File: src/hdl/cpu_decode_pkg.sv
// Shared constants, types and layouts for the operand and bank decode core.
// Assumes one 25 MHz clock and program memory on that same clock.
//
// Notes on behaviour
// [RULE1] Operand code 00..11 picks accumulator, work, mem one, mem two.
// [RULE2] Index registers are 12 bits: page nibble over a byte of two nibbles.
// [RULE3] Stack pointer is 8 bits, nibble writable, addresses stack operands.
// [RULE4] Direct operands use a 4-bit value, reaching only 000H-00FH.
// [RULE5] Program counter is bank, page and 8-bit step with two step nibbles.
// [RULE6] Flags: interrupt enable, decimal, zero, carry; each set or cleared.
// [RULE7] Add and subtract adjust to decimal while the decimal flag is set.
// [RULE8] Preset operand is five bits, 00H-1FH.
// [RULE9] Eight-bit operands span 00H-0FFH; four-bit data spans 00H-0FH.
// [RULE10] Preset loads pending bank from bit 4, page from 3-0, in 5 clocks.
// [RULE11] Every instruction is exactly one 12-bit word.
// [RULE12] Jump loads pending bank, page and step; carry-clear form needs C=0.
// [RULE13] Without a preset just before, pending equals current bank and page.
package cpu_decode_pkg;

  localparam int INSTR_W = 12;
  localparam int DMEM_AW = 12;
  localparam int CLK_PER_INSTR = 5;
  localparam int CNT_W = 3;
  // Counter load on entry to execute; the state lasts this many cycles plus one before commit.
  localparam logic [2:0] EXEC_LOAD = 3'(CLK_PER_INSTR - 3);

  // Field positions inside the instruction word.
  localparam int OPC_HI = 11;
  localparam int OPC_LO = 8;
  localparam int PRE_HI = 11;
  localparam int PRE_LO = 5;
  localparam int PRE_BANK_BIT = 4;
  localparam int FLD_R_HI = 3;
  localparam int FLD_R_LO = 2;
  localparam int FLD_Q_HI = 1;
  localparam int FLD_Q_LO = 0;

  // Opcode patterns.
  localparam logic [3:0] OPC_JUMP = 4'h0;
  localparam logic [3:0] OPC_JUMP_C = 4'h2;
  localparam logic [3:0] OPC_JUMP_NC = 4'h3;
  localparam logic [6:0] OPC_PRESET = 7'h72;

  // Reset values.
  localparam logic RST_BANK = 1'b0;
  localparam logic [3:0] RST_PAGE = 4'h0;
  localparam logic [7:0] RST_STEP = 8'h00;
  localparam logic [3:0] RST_NIBBLE = 4'h0;
  localparam logic [3:0] RST_FLAGS = 4'h0;
  localparam logic [11:0] RST_INSTR = 12'h000;

  // Decimal adjust constants.
  localparam logic [4:0] DEC_MAX = 5'h09;
  localparam logic [4:0] DEC_ADJ = 5'h06;
  localparam logic [4:0] BIN_MAX = 5'h0f;

  typedef enum logic [1:0] {
    SEL_ACC = 2'b00,
    SEL_WORK = 2'b01,
    SEL_MEM_ONE = 2'b10,
    SEL_MEM_TWO = 2'b11
  } operand_sel_t;

  typedef enum logic [3:0] {
    TGT_NONE = 4'h0,
    TGT_ONE_PAGE = 4'h1,
    TGT_ONE_MID = 4'h2,
    TGT_ONE_LOW = 4'h3,
    TGT_TWO_PAGE = 4'h4,
    TGT_TWO_MID = 4'h5,
    TGT_TWO_LOW = 4'h6,
    TGT_SP_HIGH = 4'h7,
    TGT_SP_LOW = 4'h8
  } nibble_tgt_t;

  typedef enum logic [1:0] {
    ST_IDLE = 2'b00,
    ST_EXEC = 2'b01,
    ST_COMMIT = 2'b11
  } core_state_t;

  typedef struct packed {
    logic [3:0] page;
    logic [7:0] low_byte;
  } index_t;

  typedef struct packed {
    logic irq_en;
    logic decimal;
    logic zero;
    logic carry;
  } flags_t;

  typedef struct packed {
    logic bank;
    logic [3:0] page;
    logic [7:0] step;
  } pc_t;

  typedef struct packed {
    operand_sel_t sel;
    logic [11:0] addr;
  } operand_t;

endpackage

File: src/hdl/nibble_pair_reg.sv
// Eight-bit register whose two nibbles are written on their own.
// Assumes a synchronised active-low reset from the parent.
`timescale 1ns/10ps
module nibble_pair_reg (
  // Clock and reset.
  input wire logic clk_sys,
  input wire logic rst_n,
  // Nibble writes.
  input wire logic wr_high,
  input wire logic wr_low,
  input wire logic [3:0] din,
  // Stored byte.
  output logic [7:0] q
);

  logic [7:0] q_r;
  logic [7:0] q_nxt;

  // Each half takes the shared data only when its own strobe is up.
  always_comb begin
    q_nxt = q_r;
    if (wr_high) begin
      q_nxt[7:4] = din;
    end
    if (wr_low) begin
      q_nxt[3:0] = din;
    end
  end

  always_ff @(posedge clk_sys or negedge rst_n) begin
    if (!rst_n) begin
      q_r <= {cpu_decode_pkg::RST_NIBBLE, cpu_decode_pkg::RST_NIBBLE};
    end else begin
      q_r <= q_nxt;
    end
  end

  assign q = q_r;

endmodule

File: src/hdl/cpu_operand_and_bank_set_decode.sv
// Operand decode, pointer registers, flags and bank/page branch logic.
// Assumes program memory on clk_sys answers each fetch address with a word.
`timescale 1ns/10ps
module cpu_operand_and_bank_set_decode (
  // Clock and reset.
  input wire logic clk_sys,
  input wire logic nrst,
  // Instruction fetch.
  output cpu_decode_pkg::pc_t instr_addr,
  input wire logic [11:0] instr_word,
  input wire logic instr_valid,
  output logic instr_ready,
  output logic instr_done,
  // Nibble register writes from the datapath.
  input wire logic wr_en,
  input wire cpu_decode_pkg::nibble_tgt_t wr_tgt,
  input wire logic [3:0] wr_data,
  // Flag control.
  input wire logic [3:0] flag_set,
  input wire logic [3:0] flag_clr,
  // Arithmetic request.
  input wire logic alu_go,
  input wire logic alu_sub,
  input wire logic alu_use_carry,
  input wire logic [3:0] alu_a,
  input wire logic [3:0] alu_b,
  output logic [3:0] alu_res,
  // Register views.
  output cpu_decode_pkg::index_t index_ptr_one,
  output cpu_decode_pkg::index_t index_ptr_two,
  output logic [7:0] stack_ptr,
  output cpu_decode_pkg::flags_t flags,
  output logic pending_bank,
  output logic [3:0] pending_page,
  output logic [3:0] pc_step_high,
  output logic [3:0] pc_step_low,
  // Decoded operands.
  output cpu_decode_pkg::operand_t operand_r,
  output cpu_decode_pkg::operand_t operand_q,
  output logic [11:0] direct_addr,
  output logic [11:0] stack_addr
);

  ////////////////////////////////////////////////////////////////////////////
  // Reset release.

  logic rst_meta_r;
  logic rst_n;

  // Assert at once, release through two flops so no flop sees a ragged edge.
  always_ff @(posedge clk_sys or negedge nrst) begin
    if (!nrst) begin
      rst_meta_r <= 1'b0;
      rst_n <= 1'b0;
    end else begin
      rst_meta_r <= 1'b1;
      rst_n <= rst_meta_r;
    end
  end

  ////////////////////////////////////////////////////////////////////////////
  // Sequencer: every word takes the same fixed number of clocks.

  cpu_decode_pkg::core_state_t state_r;
  cpu_decode_pkg::core_state_t state_nxt;
  logic [2:0] cnt_r;
  logic [2:0] cnt_nxt;
  logic [11:0] instr_r;
  logic [11:0] instr_nxt;
  logic take;
  logic commit;

  assign instr_ready = (state_r == cpu_decode_pkg::ST_IDLE);
  assign take = instr_valid && instr_ready;
  assign commit = (state_r == cpu_decode_pkg::ST_COMMIT);
  assign instr_done = commit;

  // One whole word is latched per fetch; no partial words exist. 
  always_comb begin
    state_nxt = state_r;
    cnt_nxt = cnt_r;
    instr_nxt = instr_r;
    case (state_r)
      cpu_decode_pkg::ST_IDLE: begin
        if (instr_valid) begin
          instr_nxt = instr_word; // RULE11
          cnt_nxt = cpu_decode_pkg::EXEC_LOAD; // RULE10
          state_nxt = cpu_decode_pkg::ST_EXEC;
        end
      end
      cpu_decode_pkg::ST_EXEC: begin
        if (cnt_r == 3'h0) begin
          state_nxt = cpu_decode_pkg::ST_COMMIT;
        end else begin
          cnt_nxt = cnt_r - 3'h1;
        end
      end
      cpu_decode_pkg::ST_COMMIT: begin
        state_nxt = cpu_decode_pkg::ST_IDLE;
      end
      default: begin
        state_nxt = cpu_decode_pkg::ST_IDLE;
      end
    endcase
  end

  always_ff @(posedge clk_sys or negedge rst_n) begin
    if (!rst_n) begin
      state_r <= cpu_decode_pkg::ST_IDLE;
      cnt_r <= 3'h0;
      instr_r <= cpu_decode_pkg::RST_INSTR;
    end else begin
      state_r <= state_nxt;
      cnt_r <= cnt_nxt;
      instr_r <= instr_nxt;
    end
  end

  ////////////////////////////////////////////////////////////////////////////
  // Program counter and pending bank/page.

  logic [3:0] opc;
  logic is_preset;
  logic jump_taken;
  cpu_decode_pkg::pc_t pc_r;
  cpu_decode_pkg::pc_t pc_nxt;
  logic pend_bank_r;
  logic pend_bank_nxt;
  logic [3:0] pend_page_r;
  logic [3:0] pend_page_nxt;
  cpu_decode_pkg::flags_t flags_r;
  cpu_decode_pkg::flags_t flags_nxt;

  assign opc = instr_r[cpu_decode_pkg::OPC_HI:cpu_decode_pkg::OPC_LO];
  assign is_preset = (instr_r[cpu_decode_pkg::PRE_HI:cpu_decode_pkg::PRE_LO]
                      == cpu_decode_pkg::OPC_PRESET);
  // The carry-set form also jumps, on carry set.
  assign jump_taken = (opc == cpu_decode_pkg::OPC_JUMP)
                      || (opc == cpu_decode_pkg::OPC_JUMP_C && flags_r.carry)
                      || (opc == cpu_decode_pkg::OPC_JUMP_NC
                          && !flags_r.carry); // RULE12

  // Commit moves the counter; any word but a preset re-aims pending at the
  // counter, so a lone jump stays in the page it was fetched from.
  always_comb begin
    pc_nxt = pc_r;
    pend_bank_nxt = pend_bank_r;
    pend_page_nxt = pend_page_r;
    if (commit) begin
      if (jump_taken) begin
        pc_nxt.bank = pend_bank_r; // RULE12
        pc_nxt.page = pend_page_r; // RULE12
        pc_nxt.step = instr_r[7:0]; // RULE9
      end else begin
        pc_nxt.step = pc_r.step + 8'h01; // RULE5
      end
      if (is_preset) begin
        pend_bank_nxt = instr_r[cpu_decode_pkg::PRE_BANK_BIT]; // RULE10
        pend_page_nxt = instr_r[3:0]; // RULE8
      end else begin
        pend_bank_nxt = pc_nxt.bank; // RULE13
        pend_page_nxt = pc_nxt.page; // RULE13
      end
    end
  end

  always_ff @(posedge clk_sys or negedge rst_n) begin
    if (!rst_n) begin
      pc_r <= {cpu_decode_pkg::RST_BANK, cpu_decode_pkg::RST_PAGE,
               cpu_decode_pkg::RST_STEP};
      pend_bank_r <= cpu_decode_pkg::RST_BANK;
      pend_page_r <= cpu_decode_pkg::RST_PAGE;
    end else begin
      pc_r <= pc_nxt;
      pend_bank_r <= pend_bank_nxt;
      pend_page_r <= pend_page_nxt;
    end
  end

  assign instr_addr = pc_r;
  assign pending_bank = pend_bank_r;
  assign pending_page = pend_page_r;
  assign pc_step_high = pc_r.step[7:4]; // RULE5
  assign pc_step_low = pc_r.step[3:0]; // RULE5

  ////////////////////////////////////////////////////////////////////////////
  // Flags and the nibble adder.

  logic [4:0] raw;
  logic [4:0] adj;
  logic cin;
  logic cout;
  logic [3:0] alu_res_r;
  logic [3:0] alu_res_nxt;

  // Decimal mode adds six past nine, or takes six off after a borrow; the
  // adjust is only meaningful for operands already in 0..9.
  always_comb begin
    cin = alu_use_carry && flags_r.carry;
    if (alu_sub) begin
      raw = {1'b0, alu_a} - {1'b0, alu_b} - {4'h0, cin};
      cout = raw[4];
      adj = (flags_r.decimal && cout) ? raw - cpu_decode_pkg::DEC_ADJ
                                      : raw; // RULE7
    end else begin
      raw = {1'b0, alu_a} + {1'b0, alu_b} + {4'h0, cin};
      cout = flags_r.decimal ? (raw > cpu_decode_pkg::DEC_MAX)
                             : (raw > cpu_decode_pkg::BIN_MAX); // RULE7
      adj = (flags_r.decimal && cout) ? raw + cpu_decode_pkg::DEC_ADJ
                                      : raw; // RULE7
    end
    alu_res_nxt = alu_go ? adj[3:0] : alu_res_r;
  end

  // Explicit set beats clear, and both beat an adder update of Z and C.
  always_comb begin
    flags_nxt = flags_r;
    if (alu_go) begin
      flags_nxt.carry = cout;
      flags_nxt.zero = (adj[3:0] == 4'h0);
    end
    flags_nxt = (flags_nxt & ~flag_clr) | flag_set; // RULE6
  end

  always_ff @(posedge clk_sys or negedge rst_n) begin
    if (!rst_n) begin
      flags_r <= cpu_decode_pkg::RST_FLAGS;
      alu_res_r <= cpu_decode_pkg::RST_NIBBLE;
    end else begin
      flags_r <= flags_nxt;
      alu_res_r <= alu_res_nxt;
    end
  end

  assign flags = flags_r;
  assign alu_res = alu_res_r;

  ////////////////////////////////////////////////////////////////////////////
  // Index registers and stack pointer.

  logic [3:0] one_page_r;
  logic [3:0] one_page_nxt;
  logic [3:0] two_page_r;
  logic [3:0] two_page_nxt;
  logic [7:0] one_byte;
  logic [7:0] two_byte;
  logic [7:0] sp_byte;

  always_comb begin
    one_page_nxt = one_page_r;
    two_page_nxt = two_page_r;
    if (wr_en && wr_tgt == cpu_decode_pkg::TGT_ONE_PAGE) begin
      one_page_nxt = wr_data; // RULE2
    end
    if (wr_en && wr_tgt == cpu_decode_pkg::TGT_TWO_PAGE) begin
      two_page_nxt = wr_data; // RULE2
    end
  end

  always_ff @(posedge clk_sys or negedge rst_n) begin
    if (!rst_n) begin
      one_page_r <= cpu_decode_pkg::RST_NIBBLE;
      two_page_r <= cpu_decode_pkg::RST_NIBBLE;
    end else begin
      one_page_r <= one_page_nxt;
      two_page_r <= two_page_nxt;
    end
  end

  // The low bytes and the stack pointer are nibble-addressable halves.
  nibble_pair_reg u_one_byte (
    .clk_sys(clk_sys),
    .rst_n(rst_n),
    .wr_high(wr_en && wr_tgt == cpu_decode_pkg::TGT_ONE_MID), // RULE2
    .wr_low(wr_en && wr_tgt == cpu_decode_pkg::TGT_ONE_LOW),
    .din(wr_data),
    .q(one_byte)
  );

  nibble_pair_reg u_two_byte (
    .clk_sys(clk_sys),
    .rst_n(rst_n),
    .wr_high(wr_en && wr_tgt == cpu_decode_pkg::TGT_TWO_MID), // RULE2
    .wr_low(wr_en && wr_tgt == cpu_decode_pkg::TGT_TWO_LOW),
    .din(wr_data),
    .q(two_byte)
  );

  nibble_pair_reg u_stack (
    .clk_sys(clk_sys),
    .rst_n(rst_n),
    .wr_high(wr_en && wr_tgt == cpu_decode_pkg::TGT_SP_HIGH), // RULE3
    .wr_low(wr_en && wr_tgt == cpu_decode_pkg::TGT_SP_LOW),
    .din(wr_data),
    .q(sp_byte)
  );

  assign index_ptr_one = {one_page_r, one_byte};
  assign index_ptr_two = {two_page_r, two_byte};
  assign stack_ptr = sp_byte;

  ////////////////////////////////////////////////////////////////////////////
  // Operand decode, registered so the outputs come straight from flops.

  cpu_decode_pkg::operand_t op_r_r;
  cpu_decode_pkg::operand_t op_r_nxt;
  cpu_decode_pkg::operand_t op_q_r;
  cpu_decode_pkg::operand_t op_q_nxt;
  logic [11:0] direct_r;
  logic [11:0] direct_nxt;
  logic [11:0] stack_r;
  logic [11:0] stack_nxt;

  function automatic cpu_decode_pkg::operand_t decode_field(
    input logic [1:0] code,
    input cpu_decode_pkg::index_t one,
    input cpu_decode_pkg::index_t two
  );
    cpu_decode_pkg::operand_t res;
    res.sel = cpu_decode_pkg::operand_sel_t'(code); // RULE1
    case (code)
      2'b10: res.addr = one; // RULE1
      2'b11: res.addr = two; // RULE1
      default: res.addr = 12'h000;
    endcase
    return res;
  endfunction

  always_comb begin
    op_r_nxt = decode_field(
      instr_r[cpu_decode_pkg::FLD_R_HI:cpu_decode_pkg::FLD_R_LO],
      index_ptr_one, index_ptr_two);
    op_q_nxt = decode_field(
      instr_r[cpu_decode_pkg::FLD_Q_HI:cpu_decode_pkg::FLD_Q_LO],
      index_ptr_one, index_ptr_two);
    direct_nxt = {8'h00, instr_r[3:0]}; // RULE4
    stack_nxt = {4'h0, sp_byte}; // RULE3
  end

  always_ff @(posedge clk_sys or negedge rst_n) begin
    if (!rst_n) begin
      op_r_r <= '0;
      op_q_r <= '0;
      direct_r <= 12'h000;
      stack_r <= 12'h000;
    end else begin
      op_r_r <= op_r_nxt;
      op_q_r <= op_q_nxt;
      direct_r <= direct_nxt;
      stack_r <= stack_nxt;
    end
  end

  assign operand_r = op_r_r;
  assign operand_q = op_q_r;
  assign direct_addr = direct_r;
  assign stack_addr = stack_r;
endmodule

File: config.mk
export PLATFORM = sky130hd
export DESIGN_NAME = cpu_operand_and_bank_set_decode
export DESIGN_NICKNAME = d
export VERILOG_FILES = /design/src/hdl/cpu_decode_pkg.sv /design/src/hdl/nibble_pair_reg.sv /design/src/hdl/cpu_operand_and_bank_set_decode.sv
export SDC_FILE = /design/constraint.sdc
export NUM_CORES = 1
export LEC_CHECK = 0
export BUFFER_PORTS_ARGS = -buffer_cell sky130_fd_sc_hd__buf_2
export CORE_MARGIN = 3
export CORE_UTILIZATION = 40
export CTS_CLUSTER_DIAMETER = 30
export DETAILED_ROUTE_END_ITERATION = 8
export GPL_ROUTABILITY_DRIVEN = 0
export PLACE_DENSITY = 0.64
export SLEW_MARGIN = 20
export SYNTH_ARGS = -nofsm -noshare
export SYNTH_HDL_FRONTEND = slang
export SYNTH_SLANG_ARGS = --single-unit
File: constraint.sdc
create_clock -name clk_sys -period 9.4 [get_ports clk_sys]
set_input_delay 0 -clock clk_sys [delete_from_list [all_inputs] [get_ports clk_sys]]
set_output_delay 0 -clock clk_sys [all_outputs]
set_load 0.01 [all_outputs]
* Word-level counts from Yosys, hierarchy flattened *
Cells that the tools add are included.

storage, ports and cells
  logic and storage cells = 104
  flip-flop bits (word level) = 117
  output and inout bits = 120

operators by class
  bitwise logic cells = 3
  equality and inequality tests = 20
  magnitude comparators = 2
  reductions and logical operators = 24
  muxes and demuxes = 18
  add/sub/neg operators = 8

operator list
  kind                                                                  count
  12-bit case mux with 2 select lines                                   2
  4-bit by 2-bit == test with 1-bit output, second input constant       4
  4-bit by 3-bit == test with 1-bit output, second input constant       4
  4-bit two-way mux                                                     4
  1-bit logical AND                                                     13
  2-bit == test, second input constant                                  5
  5-bit by 4-bit > comparator with 1-bit output, second input constant  2
  8-bit by 1-bit adder with 8-bit output, second input constant         1
  4-bit logical NOT                                                     2
  8-bit two-way mux                                                     1
  7-bit == test, second input constant                                  1
  2-bit two-way mux                                                     3
  3-bit two-way mux                                                     2
  2-bit inequality test, second input constant                          3
  3-bit case mux with 2 select lines                                    1
  4-bit by 4-bit adder with 5-bit output                                1
  5-bit by 1-bit adder with 5-bit output                                1
  5-bit two-way mux                                                     1
  4-bit by 4-bit subtractor with 5-bit output                           1
  5-bit by 1-bit subtractor with 5-bit output                           1
  4-bit by 3-bit adder with 4-bit output, second input constant         1
  4-bit AND                                                             1
  4-bit by 1-bit == test with 1-bit output, second input constant       1
  4-bit == test, second input constant                                  1
  14 further kinds                                                      18

* Logic depth before layout (Yosys ltp) *
Gate-level depths: netlist of the first run.

  depth in word-level cells = 11
  mapped depth = 12
  gate-level depth less buffers = 12

* Modules after synthesis *
Synthesis of the first run repeated with hierarchy kept, for this count alone.

unflattened totals
  cell total of the unflattened synthesis = 467
  area, all modules = 5425.2 um^2

by module, submodules not included
  module                           sequential area each (um^2)  instances  area an instance (um^2)  cells each
  cpu_operand_and_bank_set_decode  2227.1                       1          4554.4                   419
  nibble_pair_reg                  200.2                        3          290.3                    16

* Worst setup path after synthesis of the first run *
OpenSTA, ideal clock, no wires.

  path kind = register to register
  start point = register flags_r (netlist bit flags[0])
  end point = register alu_res_r[1] (netlist: alu_res[1])
  data required time = 9.275 ns
  buffers on the path = 0
  path slack = 6.487 ns
  arrival = 2.788 ns
  clock period less this slack = 2.913 ns
  cell stages (with the launch flop) = 12
  cell sequence = dfrtp_1 -> nand2_1 -> inv_1 -> fa_1 -> inv_1 -> fa_1 -> and2_1 -> o21ai_1 -> a41oi_2 -> mux2_1 -> a211o_1 -> mux2_2

on the way
  longest elaborated chain between the ends = 7

RTL lines
  item                                                                     line                                                                            source
  from (decl)                                                              cpu_operand_and_bank_set_decode.sv:131                                          cpu_decode_pkg::flags_t flags_r;
  from (signal assigned)                                                   cpu_operand_and_bank_set_decode.sv:227                                          flags_r <= cpu_decode_pkg::RST_FLAGS;
  from (signal assigned)                                                   cpu_operand_and_bank_set_decode.sv:230                                          flags_r <= flags_nxt;
  1-bit logical AND (*)                                                    cpu_operand_and_bank_set_decode.sv:199                                          cin = alu_use_carry && flags_r.carry;
  5-bit by 1-bit adder with 5-bit output                                   cpu_operand_and_bank_set_decode.sv:206                                          raw = {1'b0, alu_a} + {1'b0, alu_b} + {4'h0, cin};
  5-bit by 4-bit > comparator with 1-bit output, on equally long branches  cpu_operand_and_bank_set_decode.sv:208, cpu_operand_and_bank_set_decode.sv:207
  1-bit two-way mux                                                        cpu_operand_and_bank_set_decode.sv:207                                          cout = flags_r.decimal ? (raw > cpu_decode_pkg::DEC_MAX)
  1-bit logical AND                                                        cpu_operand_and_bank_set_decode.sv:209                                          adj = (flags_r.decimal && cout) ? raw + cpu_decode_pkg::DEC_ADJ
  4-bit two-way mux                                                        cpu_operand_and_bank_set_decode.sv:209
  4-bit two-way mux (*)                                                    cpu_operand_and_bank_set_decode.sv:200                                          if (alu_sub) begin
  to (signal assigned)                                                     cpu_operand_and_bank_set_decode.sv:228                                          alu_res_r <= cpu_decode_pkg::RST_NIBBLE;
  to (signal assigned)                                                     cpu_operand_and_bank_set_decode.sv:231                                          alu_res_r <= alu_res_nxt;
  to (decl)                                                                cpu_operand_and_bank_set_decode.sv:193                                          logic [3:0] alu_res_r;

Every way passes the cells marked *; elsewhere a longest branch is shown, timed or not.
A chain may end at the register's enable or synchronous reset.

==> results of run 1 <==
-- through the flow --
| step | utilization, % | worst slack (ps) |
|---|---|---|
| finish | 54.9 | 5820 |
| global route | 54.9 | 5570 |
| CTS | 54.9 | 5810 |
| detailed placement | 47.8 | 6310 |
| global placement | 47.8 | 6420 |
| floorplan | - | 6020 |
-- layout by cell type, fill, tap and decap left out, drive strengths merged, types with 2 or more instances in the layout --
cell type	instances
nand2b	2
a22oi	2
a211o	2
o22ai	7
and3	3
xor2	2
o21ai	11
buf	151
or3	3
mux2	54
inv	24
a31oi	2
dfrtp	113
mux2i	29
nand3	6
fa	4
dlygate4sd3	29
xnor2	6
clkinv	2
nor2b	27
a21oi	21
ha	15
nor3b	5
clkbuf	20
bufinv	3
nand2	20
a21o	3
nor3	3
conb	13
nand3b	4
o2111ai	2
and2	3
o21bai	3
nor2	29
clkinvlp	5
o211ai	2
-- area by class of cell --
type | count | area [um2]
Clock buffer | 20 | 467
Clock inverter | 12 | 155
Fill cell | 1152 | 5830
Inverter | 22 | 82.6
Multi-Input combinational cell | 297 | 2300
Sequential cell | 113 | 2830
Tap cell | 172 | 215
Timing Repair Buffer | 180 | 1050
-- path summary, 6_finish.rpt --
check                      cells past startpoint                  endpoint  slack (ps)          startpoint
min reg2reg                                    0    alu_res[3]$_DFFE_PN0P_         350     rst_n$_DFF_PN0_
min in group asynchronous                      0    alu_res[3]$_DFFE_PN0P_         350     rst_n$_DFF_PN0_
max in group asynchronous                      1    operand_r[2]$_DFF_PN0_        7820     rst_n$_DFF_PN0_
max reg2reg                                   12        flags[1]$_DFF_PN0_        5820  flags[0]$_DFF_PN0_
min                                            3  u_stack.q[2]$_DFFE_PN0P_          70           wr_tgt[3]
max                                           12        flags[1]$_DFF_PN0_        5820  flags[0]$_DFF_PN0_
-- critical path, cell delays in order (launching register included) --
cell and delay (ps):
dfrtp_1 400, nand2_1 100, inv_1 60, fa_1 400
inv_1 90, fa_1 520, and2_1 220, o21ai_1 140
a41oi_2 150, mux2_1 340, a211o_1 290, o31ai_1 220
dlygate4sd3_1 580
-- where the power goes --
| group | leakage [nW] | internal, mW | switching (mW) |
|---|---|---|---|
| registers | 1.39 | 0.655 | 0.183 |
| logic | 1.84 | 0.335 | 0.340 |
| clock network | 0.291 | 0.438 | 0.230 |
| total | 3.52 | 1.43 | 0.753 |
-- sequential cells by signal, indices dropped and copies added (netlist names) --
name	cells
two_page_r	4
state_r	2
u_stack.q	8
stack_addr	8
rst_meta_r	1
instr_r	12
u_two_byte.q	8
operand_r	13
u_one_byte.q	8
pending_bank	1
cnt_r	3
instr_addr	13
rst_n	1
pending_page	4
one_page_r	4
flags	4
alu_res	4
operand_q	13
direct_addr	2
-- repair_timing --
item,in CTS,in global routing
buffers inserted,0,0
hold buffers,29,0
setup endpoints to repair,0,0
endpoints found under the hold margin,56,0
-- cell families after synthesis --
kind of cell	count (synthesis)
AO/OA/AOI/OAI	64
XOR/XNOR	8
adder cells (fa/ha/maj)	19
buffers and inverters	61
flip-flops	113
multiplexers	83
other	2
AND/OR/NAND/NOR	110
-- per-layer routing --
metal | global-route usage (%) | wire length, um | part of all wire (%) | vias up
li1 | - | - | - | 1899
met5 | 0 | 0 | 0 | -
met4 | 8.05 | 274 | 2.1 | 0
met3 | 4.65 | 649 | 4.9 | 20
met1 | 23.2 | 5870 | 44 | 2012
met2 | 29.9 | 6500 | 49 | 130
==> results.toml, run 1 <==
[outcome]
outcome = "finished clean"

[logic_synthesis]
avgSynthCellArea_um2 = 11.8
synth_fa_ha_area_share_pct = 4.95
synth_top_cells_by_area = "dfrtp_1, mux2_2, mux2i_1"
synth_ff_type = "dfrtp_1"
ys_warn_count = 0
synth_xor_area_share_pct = 1.29
yosys.area_share.simple_pct = 10.7
synthMuxAreaShare_pct = 16.7
synth_edf_count = 0
synth_cells = 460
synth_most_common_cell = "dfrtp_1"
ys_seq_elements = 113
syn-cell-area_um2 = 5410
ys_types = 55
synthArstFlopShare_pct = 100
synth_top_area_share_pct = 52.3
synth_top_area_cell = "dfrtp_1"
ys_top_cells_by_count = "dfrtp_1, mux2_2, mux2i_1"
synth_compound_area_share_pct = 7.91
synth_top_family_by_area = "multiplexers"
ys_seq_area_share_pct = 52.3

[timing]
finalMaxSlewViolations = 0
fin_tns_setup_ps = 0
finalCriticalPeriod_ps = 3580
max_freq_ghz = 0.279
slew_headroom_pct = 37.5
worstMarginPinSlew_ps = 938
final-setup-viol-count = 0
final_hold_viol_count = 0
period_share_pct = 38.1
grt_setup_unrepaired = "false"
whs_ps = 66.4
finClkSkew_ps = 7.06

[power]
p_total_mw = 2.18
vdd_drop_max_v = 0.000117
power_density_nw_per_um2 = 307
p_leak_nw = 3.52

[clocking]
cts_tree = "done"
cts_resized = 0
clkSlewWorstSetupHoldPaths_ps = 60
cts.sinks = 113
clock_path_buffers = 2
cts_max_level = 4
insertion_delay_ps = 410
cts_made_buffers = 17
cts-root-buf = "clkbuf_16"

[detailed_routing]
drtIter0Drc = 228
wl_per_cell_um = 16.3
avgViaCountPerCell = 4.98
dr.pass1.iters = 5
wl_um = 13300
remaining_drc_errors = 0
ant_nets = 0
vias = 4061

[worst_setup_path]
arrival_ps = 3920
cp.required_ps = 9740
start_kind = "register"
cp-end-kind = "register"
critPathKind = "reg -> reg"
worstPathMaxFanout = 7

[grt]
antenna_found_initial = 0
grt_first_pass_wirelength_um = 21100
grt_pass1_vias = 4160
grt_overflow = 0
globalRouteTotalUtil_pct = 18.4
grt_max_degree = 64

[min_path]
hp-class = "in -> reg"

[floorplanning]
num_rows = 41
initial_core_util_pct = 41.9
io-pin-count = 163
die_h_um = 122
dieArea_um2 = 15000
coreArea_um2 = 12900
die_w_um = 122

[final_layout]
final_layout_size_suffix_gt1_share_pct = 37.9
antennaDiodeCount = 0
fin_cells = 816
final_nets = 693
area_delta_synth_final_pct = 31.1
design_area_um2 = 7100

[run]
drv_cap = 0

[placement]
placed_cell_area_um2 = 6180
dp_hpwl_um = 9310
portBuffers = 150
place_inst = 755
Note: power is estimated with default switching activity, not from simulation.
==> inputs of run 2 (changes only) <==
--- a/config.mk
+++ b/config.mk
@@ -11,7 +11,7 @@
 export CTS_CLUSTER_DIAMETER = 30
 export DETAILED_ROUTE_END_ITERATION = 8
 export GPL_ROUTABILITY_DRIVEN = 0
-export PLACE_DENSITY = 0.64
+export PLACE_DENSITY = 0.66
 export SLEW_MARGIN = 20
 export SYNTH_ARGS = -nofsm -noshare
 export SYNTH_HDL_FRONTEND = slang
==> constraint.sdc (replaced) <==
create_clock -name clk_sys -period 3 [get_ports clk_sys]
set_input_delay 0 -clock clk_sys [delete_from_list [all_inputs] [get_ports clk_sys]]
set_output_delay 0 -clock clk_sys [all_outputs]
set_load 0.01 [all_outputs]
==> results.toml, run 2 (synthesis gave the netlist of run 1 again) <==
[outcome]
outcome = "finished clean"

[min_path]
hold_path_end = "flags[0]$_DFF_PN0_"
hp-class = "in -> reg"
hold_depth = 3
worstHoldStart = "alu_sub"

[floorplanning]
die_h_um = 122
initial_core_util_pct = 41.9
die_w_um = 122
dieArea_um2 = 15000
num_rows = 41
io-pin-count = 163
coreArea_um2 = 12900

[worst_setup_path]
arrival_ps = 3160
start_kind = "register"
reg2reg_slack_ps = 130
r2r_cells = 11
cp.required_ps = 3290
critPathKind = "reg -> reg"
rr_endpoint = "alu_res[1]$_DFFE_PN0P_"
cp-end-kind = "register"
reg2reg_from = "flags[0]$_DFF_PN0_"
worstPathMaxFanout = 4

[final_layout]
fill_cells = 1130
final_layout_size_suffix_gt1_share_pct = 38.4
final_nets = 695
multiInputGateArea_um2 = 2310
ff_latch_area_um2 = 2830
area_delta_synth_final_pct = 31.2
final_util_pct = 54.9
layout_commonest_cell = "buf_2"
antennaDiodeCount = 0
final_cell_mix = "buf_2, dfrtp_1, mux2_2"
fin_cells = 817

[clocking]
insertion_delay_ps = 410
cts.sinks = 113
cts_made_buffers = 17
cts_tree = "done"
clkSlewWorstSetupHoldPaths_ps = 50
cts_setup_buffers = 0
cts_max_level = 4
cts-root-buf = "clkbuf_16"
clock_path_buffers = 2

[grt]
grt_first_pass_wirelength_um = 21300
globalRouteTotalUtil_pct = 18.4
antenna_found_initial = 0
grt_max_degree = 73
grt_pass1_vias = 4224
grt_overflow = 0

[timing]
finalCriticalPeriod_ps = 2870
final_hold_viol_count = 0
slew_headroom_pct = 35.9
period_share_pct = 95.7
fin_tns_setup_ps = 0
worstMarginPinSlew_ps = 961
finalMaxSlewViolations = 0
setup_ws_ps = 128
final-setup-viol-count = 0
max_freq_ghz = 0.348
finClkSkew_ps = 10.7

[detailed_routing]
dr.pass1.iters = 6
wl_um = 13300
drtIter0Drc = 157
vias = 4100
wl_per_cell_um = 16.3
avgViaCountPerCell = 5.02
remaining_drc_errors = 0
ant_nets = 0

[power]
p_leak_nw = 3.54
p_total_mw = 6.76
power_density_nw_per_um2 = 952
vdd_drop_max_v = 0.000375

[placement]
portBuffers = 150
place_inst = 757
dp_hpwl_um = 9150
pre_cts_slack_ps = 61.9

[run]
drv_cap = 0
-- run 2: changes by cell type in the layout (fill, tap and decap cells not counted), sizes merged --
cell / delta
clkinvlp: -4
buf: +2
clkinv: +5
inv: -2
-- run 2: layout make-up --
cell class | instances | share of cell area [%]
Clock inverter | 11 | 1.97
Timing Repair Buffer | 182 | 15.2
Multi-Input combinational cell | 297 | 32.5
Clock buffer | 20 | 6.29
Tap cell | 172 | 3.03
Inverter | 22 | 1.16
Sequential cell | 113 | 39.9
-- run 2: timing repair --
item,CTS,global route
endpoints found under the setup margin,0,2
gates resized for setup,0,5
hold buffers,28,1
endpoints found under the hold margin,45,7
-- run 2: how the worst max path moves through the flow --
stage                  startpoint                endpoint  slack [ps]  cells past startpoint
2_1_floorplan  flags[0]$_DFF_PN0_  alu_res[1]$_DFFE_PN0P_          90                     11
3_3_place_gp   flags[0]$_DFF_PN0_  alu_res[1]$_DFFE_PN0P_         120                     11
3_5_place_dp   flags[0]$_DFF_PN0_  alu_res[1]$_DFFE_PN0P_          60                     11
4_1_cts        flags[0]$_DFF_PN0_  alu_res[1]$_DFFE_PN0P_          40                     11
5_1_grt        flags[0]$_DFF_PN0_  alu_res[1]$_DFFE_PN0P_         -20                     11
6_report       flags[0]$_DFF_PN0_  alu_res[1]$_DFFE_PN0P_         130                     11
-- run 2: stage by stage --
stage / cell area, um2 / hold slack [ps]
5_1_grt: 7100 / 64.8
3_3_place_gp: 6210 / -215
3_5_place_dp: 6210 / -214
4_1_cts: 7080 / 0.251
6_report: 7100 / 56.0
2_1_floorplan: 5450 / -296
-- run 2: worst max-delay path, stage by stage, from the launching register on --
cell and delay (ps):
dfrtp_1 390, nand2_2 80, inv_1 50, fa_2 340, inv_2 70, fa_1 430, and2_1 200, o21ai_2 150
a41oi_2 180, mux2_4 330, a211o_1 280, mux2_2 260
-- run 2: routing by layer --
layer | global-route usage, % | wire, um
met1 | 23.4 | 5720
met2 | 29.7 | 6590
met3 | 4.79 | 727
met4 | 7.84 | 292
met5 | 0 | 0
-- run 2: power breakdown --
part / switching (mW) / internal, mW
clock: 0.683 / 1.32
combinational: 1.07 / 1.06
sequential: 0.580 / 2.05
total: 2.33 / 4.43
==> inputs of run 3 (changes only) <==
--- a/config.mk
+++ b/config.mk
@@ -6,6 +6,7 @@
 export NUM_CORES = 1
 export LEC_CHECK = 0
 export BUFFER_PORTS_ARGS = -buffer_cell sky130_fd_sc_hd__buf_2
+export CORE_ASPECT_RATIO = 1.5
 export CORE_MARGIN = 3
 export CORE_UTILIZATION = 40
 export CTS_CLUSTER_DIAMETER = 30
==> results.toml, run 3 (synthesis gave the netlist of run 1 again) <==
[timing]
max_freq_ghz = 0.353
finalCriticalPeriod_ps = 2830
grt_setup_unrepaired = "false"
fin_tns_setup_ps = 0
slew_headroom_pct = 35.9
worstMarginPinSlew_ps = 961
whs_ps = 59.2
final-setup-viol-count = 0
finalMaxSlewViolations = 0
final_hold_viol_count = 0
finClkSkew_ps = 7.91
period_share_pct = 94.4
setup_ws_ps = 169

[grt]
grt_max_degree = 65
grt_overflow = 0
grt_pass1_vias = 4254
antenna_found_initial = 0
globalRouteTotalUtil_pct = 18.5
grt_first_pass_wirelength_um = 21600

[floorplanning]
num_rows = 51
coreArea_um2 = 13100
dieArea_um2 = 15000
io-pin-count = 163
initial_core_util_pct = 41.4
die_h_um = 148
die_w_um = 101

[placement]
portBuffers = 150
pre_cts_slack_ps = 83.6
dp_hpwl_um = 9500
place_inst = 745
placed_cell_area_um2 = 6200

[clocking]
cts_made_buffers = 17
cts_setup_buffers = 0
cts.sinks = 113
clkSlewWorstSetupHoldPaths_ps = 50
cts-root-buf = "clkbuf_16"
clock_path_buffers = 2
cts_tree = "done"
insertion_delay_ps = 410
cts_max_level = 4

[final_layout]
ff_latch_area_um2 = 2830
final_nets = 696
multiInputGateArea_um2 = 2300
final_layout_size_suffix_gt1_share_pct = 38.5
fin_cells = 806
area_delta_synth_final_pct = 31.8
final_cell_mix = "buf_2, dfrtp_1, mux2_2"
layout_commonest_cell = "buf_2"
fill_cells = 1139
design_area_um2 = 7130
antennaDiodeCount = 0
final_util_pct = 54.5

[detailed_routing]
avgViaCountPerCell = 5.01
ant_nets = 0
wl_per_cell_um = 16.5
wl_um = 13300
vias = 4035
drtIter0Drc = 64
remaining_drc_errors = 0
dr.pass1.iters = 6

[worst_setup_path]
rr_endpoint = "alu_res[1]$_DFFE_PN0P_"
cp_cell_sequence = "nand2_1, fa_1, fa_1, nand2b_4, a31o_2, nor2_2, mux2_4, a211o_1, mux2_2"
path_delay_family = "adder cells"
cp_slowest_cell = "fa_1"
reg2reg_slack_ps = 170
arrival_ps = 3120
worst-path-buf-inv = 0
worstPathMaxFanout = 3
cpMostUsedCell = "fa_1"
reg2reg_from = "flags[0]$_DFF_PN0_"
cp.required_ps = 3290
critPathKind = "reg -> reg"
r2r_cells = 9
cp-end-kind = "register"
start_kind = "register"
cpPeakStageDelay_ps = 420

[outcome]
outcome = "finished clean"

[power]
p_total_mw = 6.92
p_leak_nw = 3.55
vdd_drop_max_v = 0.000439
power_density_nw_per_um2 = 970

[min_path]
hold_depth = 3
worstHoldStart = "alu_sub"
hold_path_end = "flags[0]$_DFF_PN0_"
hp-class = "in -> reg"

[run]
drv_cap = 0
-- run 3: cell count changes in the layout (fill, tap and decap cells not counted), sizes merged --
cell and delta:
buf +1, clkinv -2, clkinvlp +1, clkbuf -2, inv +3, bufinv +1
-- run 3: what timing repair did --
action / in CTS / in global routing
gates resized for setup: 0 / 3
hold endpoints to repair: 45 / 0
setup endpoints to repair: 0 / 2
hold buffers: 29 / 0
-- run 3: worst reg2reg max path, cell delays in order, from the launching register on --
cell and delay (ps):
dfrtp_1 340, nand2_1 90, fa_1 420, fa_1 410
nand2b_4 170, a31o_2 270, nor2_2 130, mux2_4 310
a211o_1 300, mux2_2 260
-- run 3: final cells by class --
cell class,count,area share (%)
Clock buffer,18,6.02
Tap cell,159,2.79
Multi-Input combinational cell,297,32.3
Clock inverter,14,2.88
Sequential cell,113,39.7
Inverter,22,1.16
Timing Repair Buffer,183,15.2
-- run 3: report_power, final --
part	internal (mW)	total [mW]	switching (mW)
clock network	1.40	2.15	0.750
logic	1.06	2.14	1.08
registers	2.05	2.63	0.572
-- run 3: worst max-delay path by stage --
stage,depth (start not counted),startpoint,to
2_1_floorplan,11,flags[0]$_DFF_PN0_,alu_res[1]$_DFFE_PN0P_
3_3_place_gp,11,flags[0]$_DFF_PN0_,alu_res[1]$_DFFE_PN0P_
3_5_place_dp,11,flags[0]$_DFF_PN0_,alu_res[1]$_DFFE_PN0P_
4_1_cts,11,flags[0]$_DFF_PN0_,alu_res[1]$_DFFE_PN0P_
5_1_grt,11,flags[0]$_DFF_PN0_,alu_res[1]$_DFFE_PN0P_
6_report,9,flags[0]$_DFF_PN0_,alu_res[1]$_DFFE_PN0P_
-- run 3: routing by layer --
metal,wire length [um],track usage [%],up-vias
met4,214,6.12,0
met1,5180,21.4,1972
li1,-,-,1897
met5,0,0,-
met3,898,5.35,21
met2,7030,32.6,145
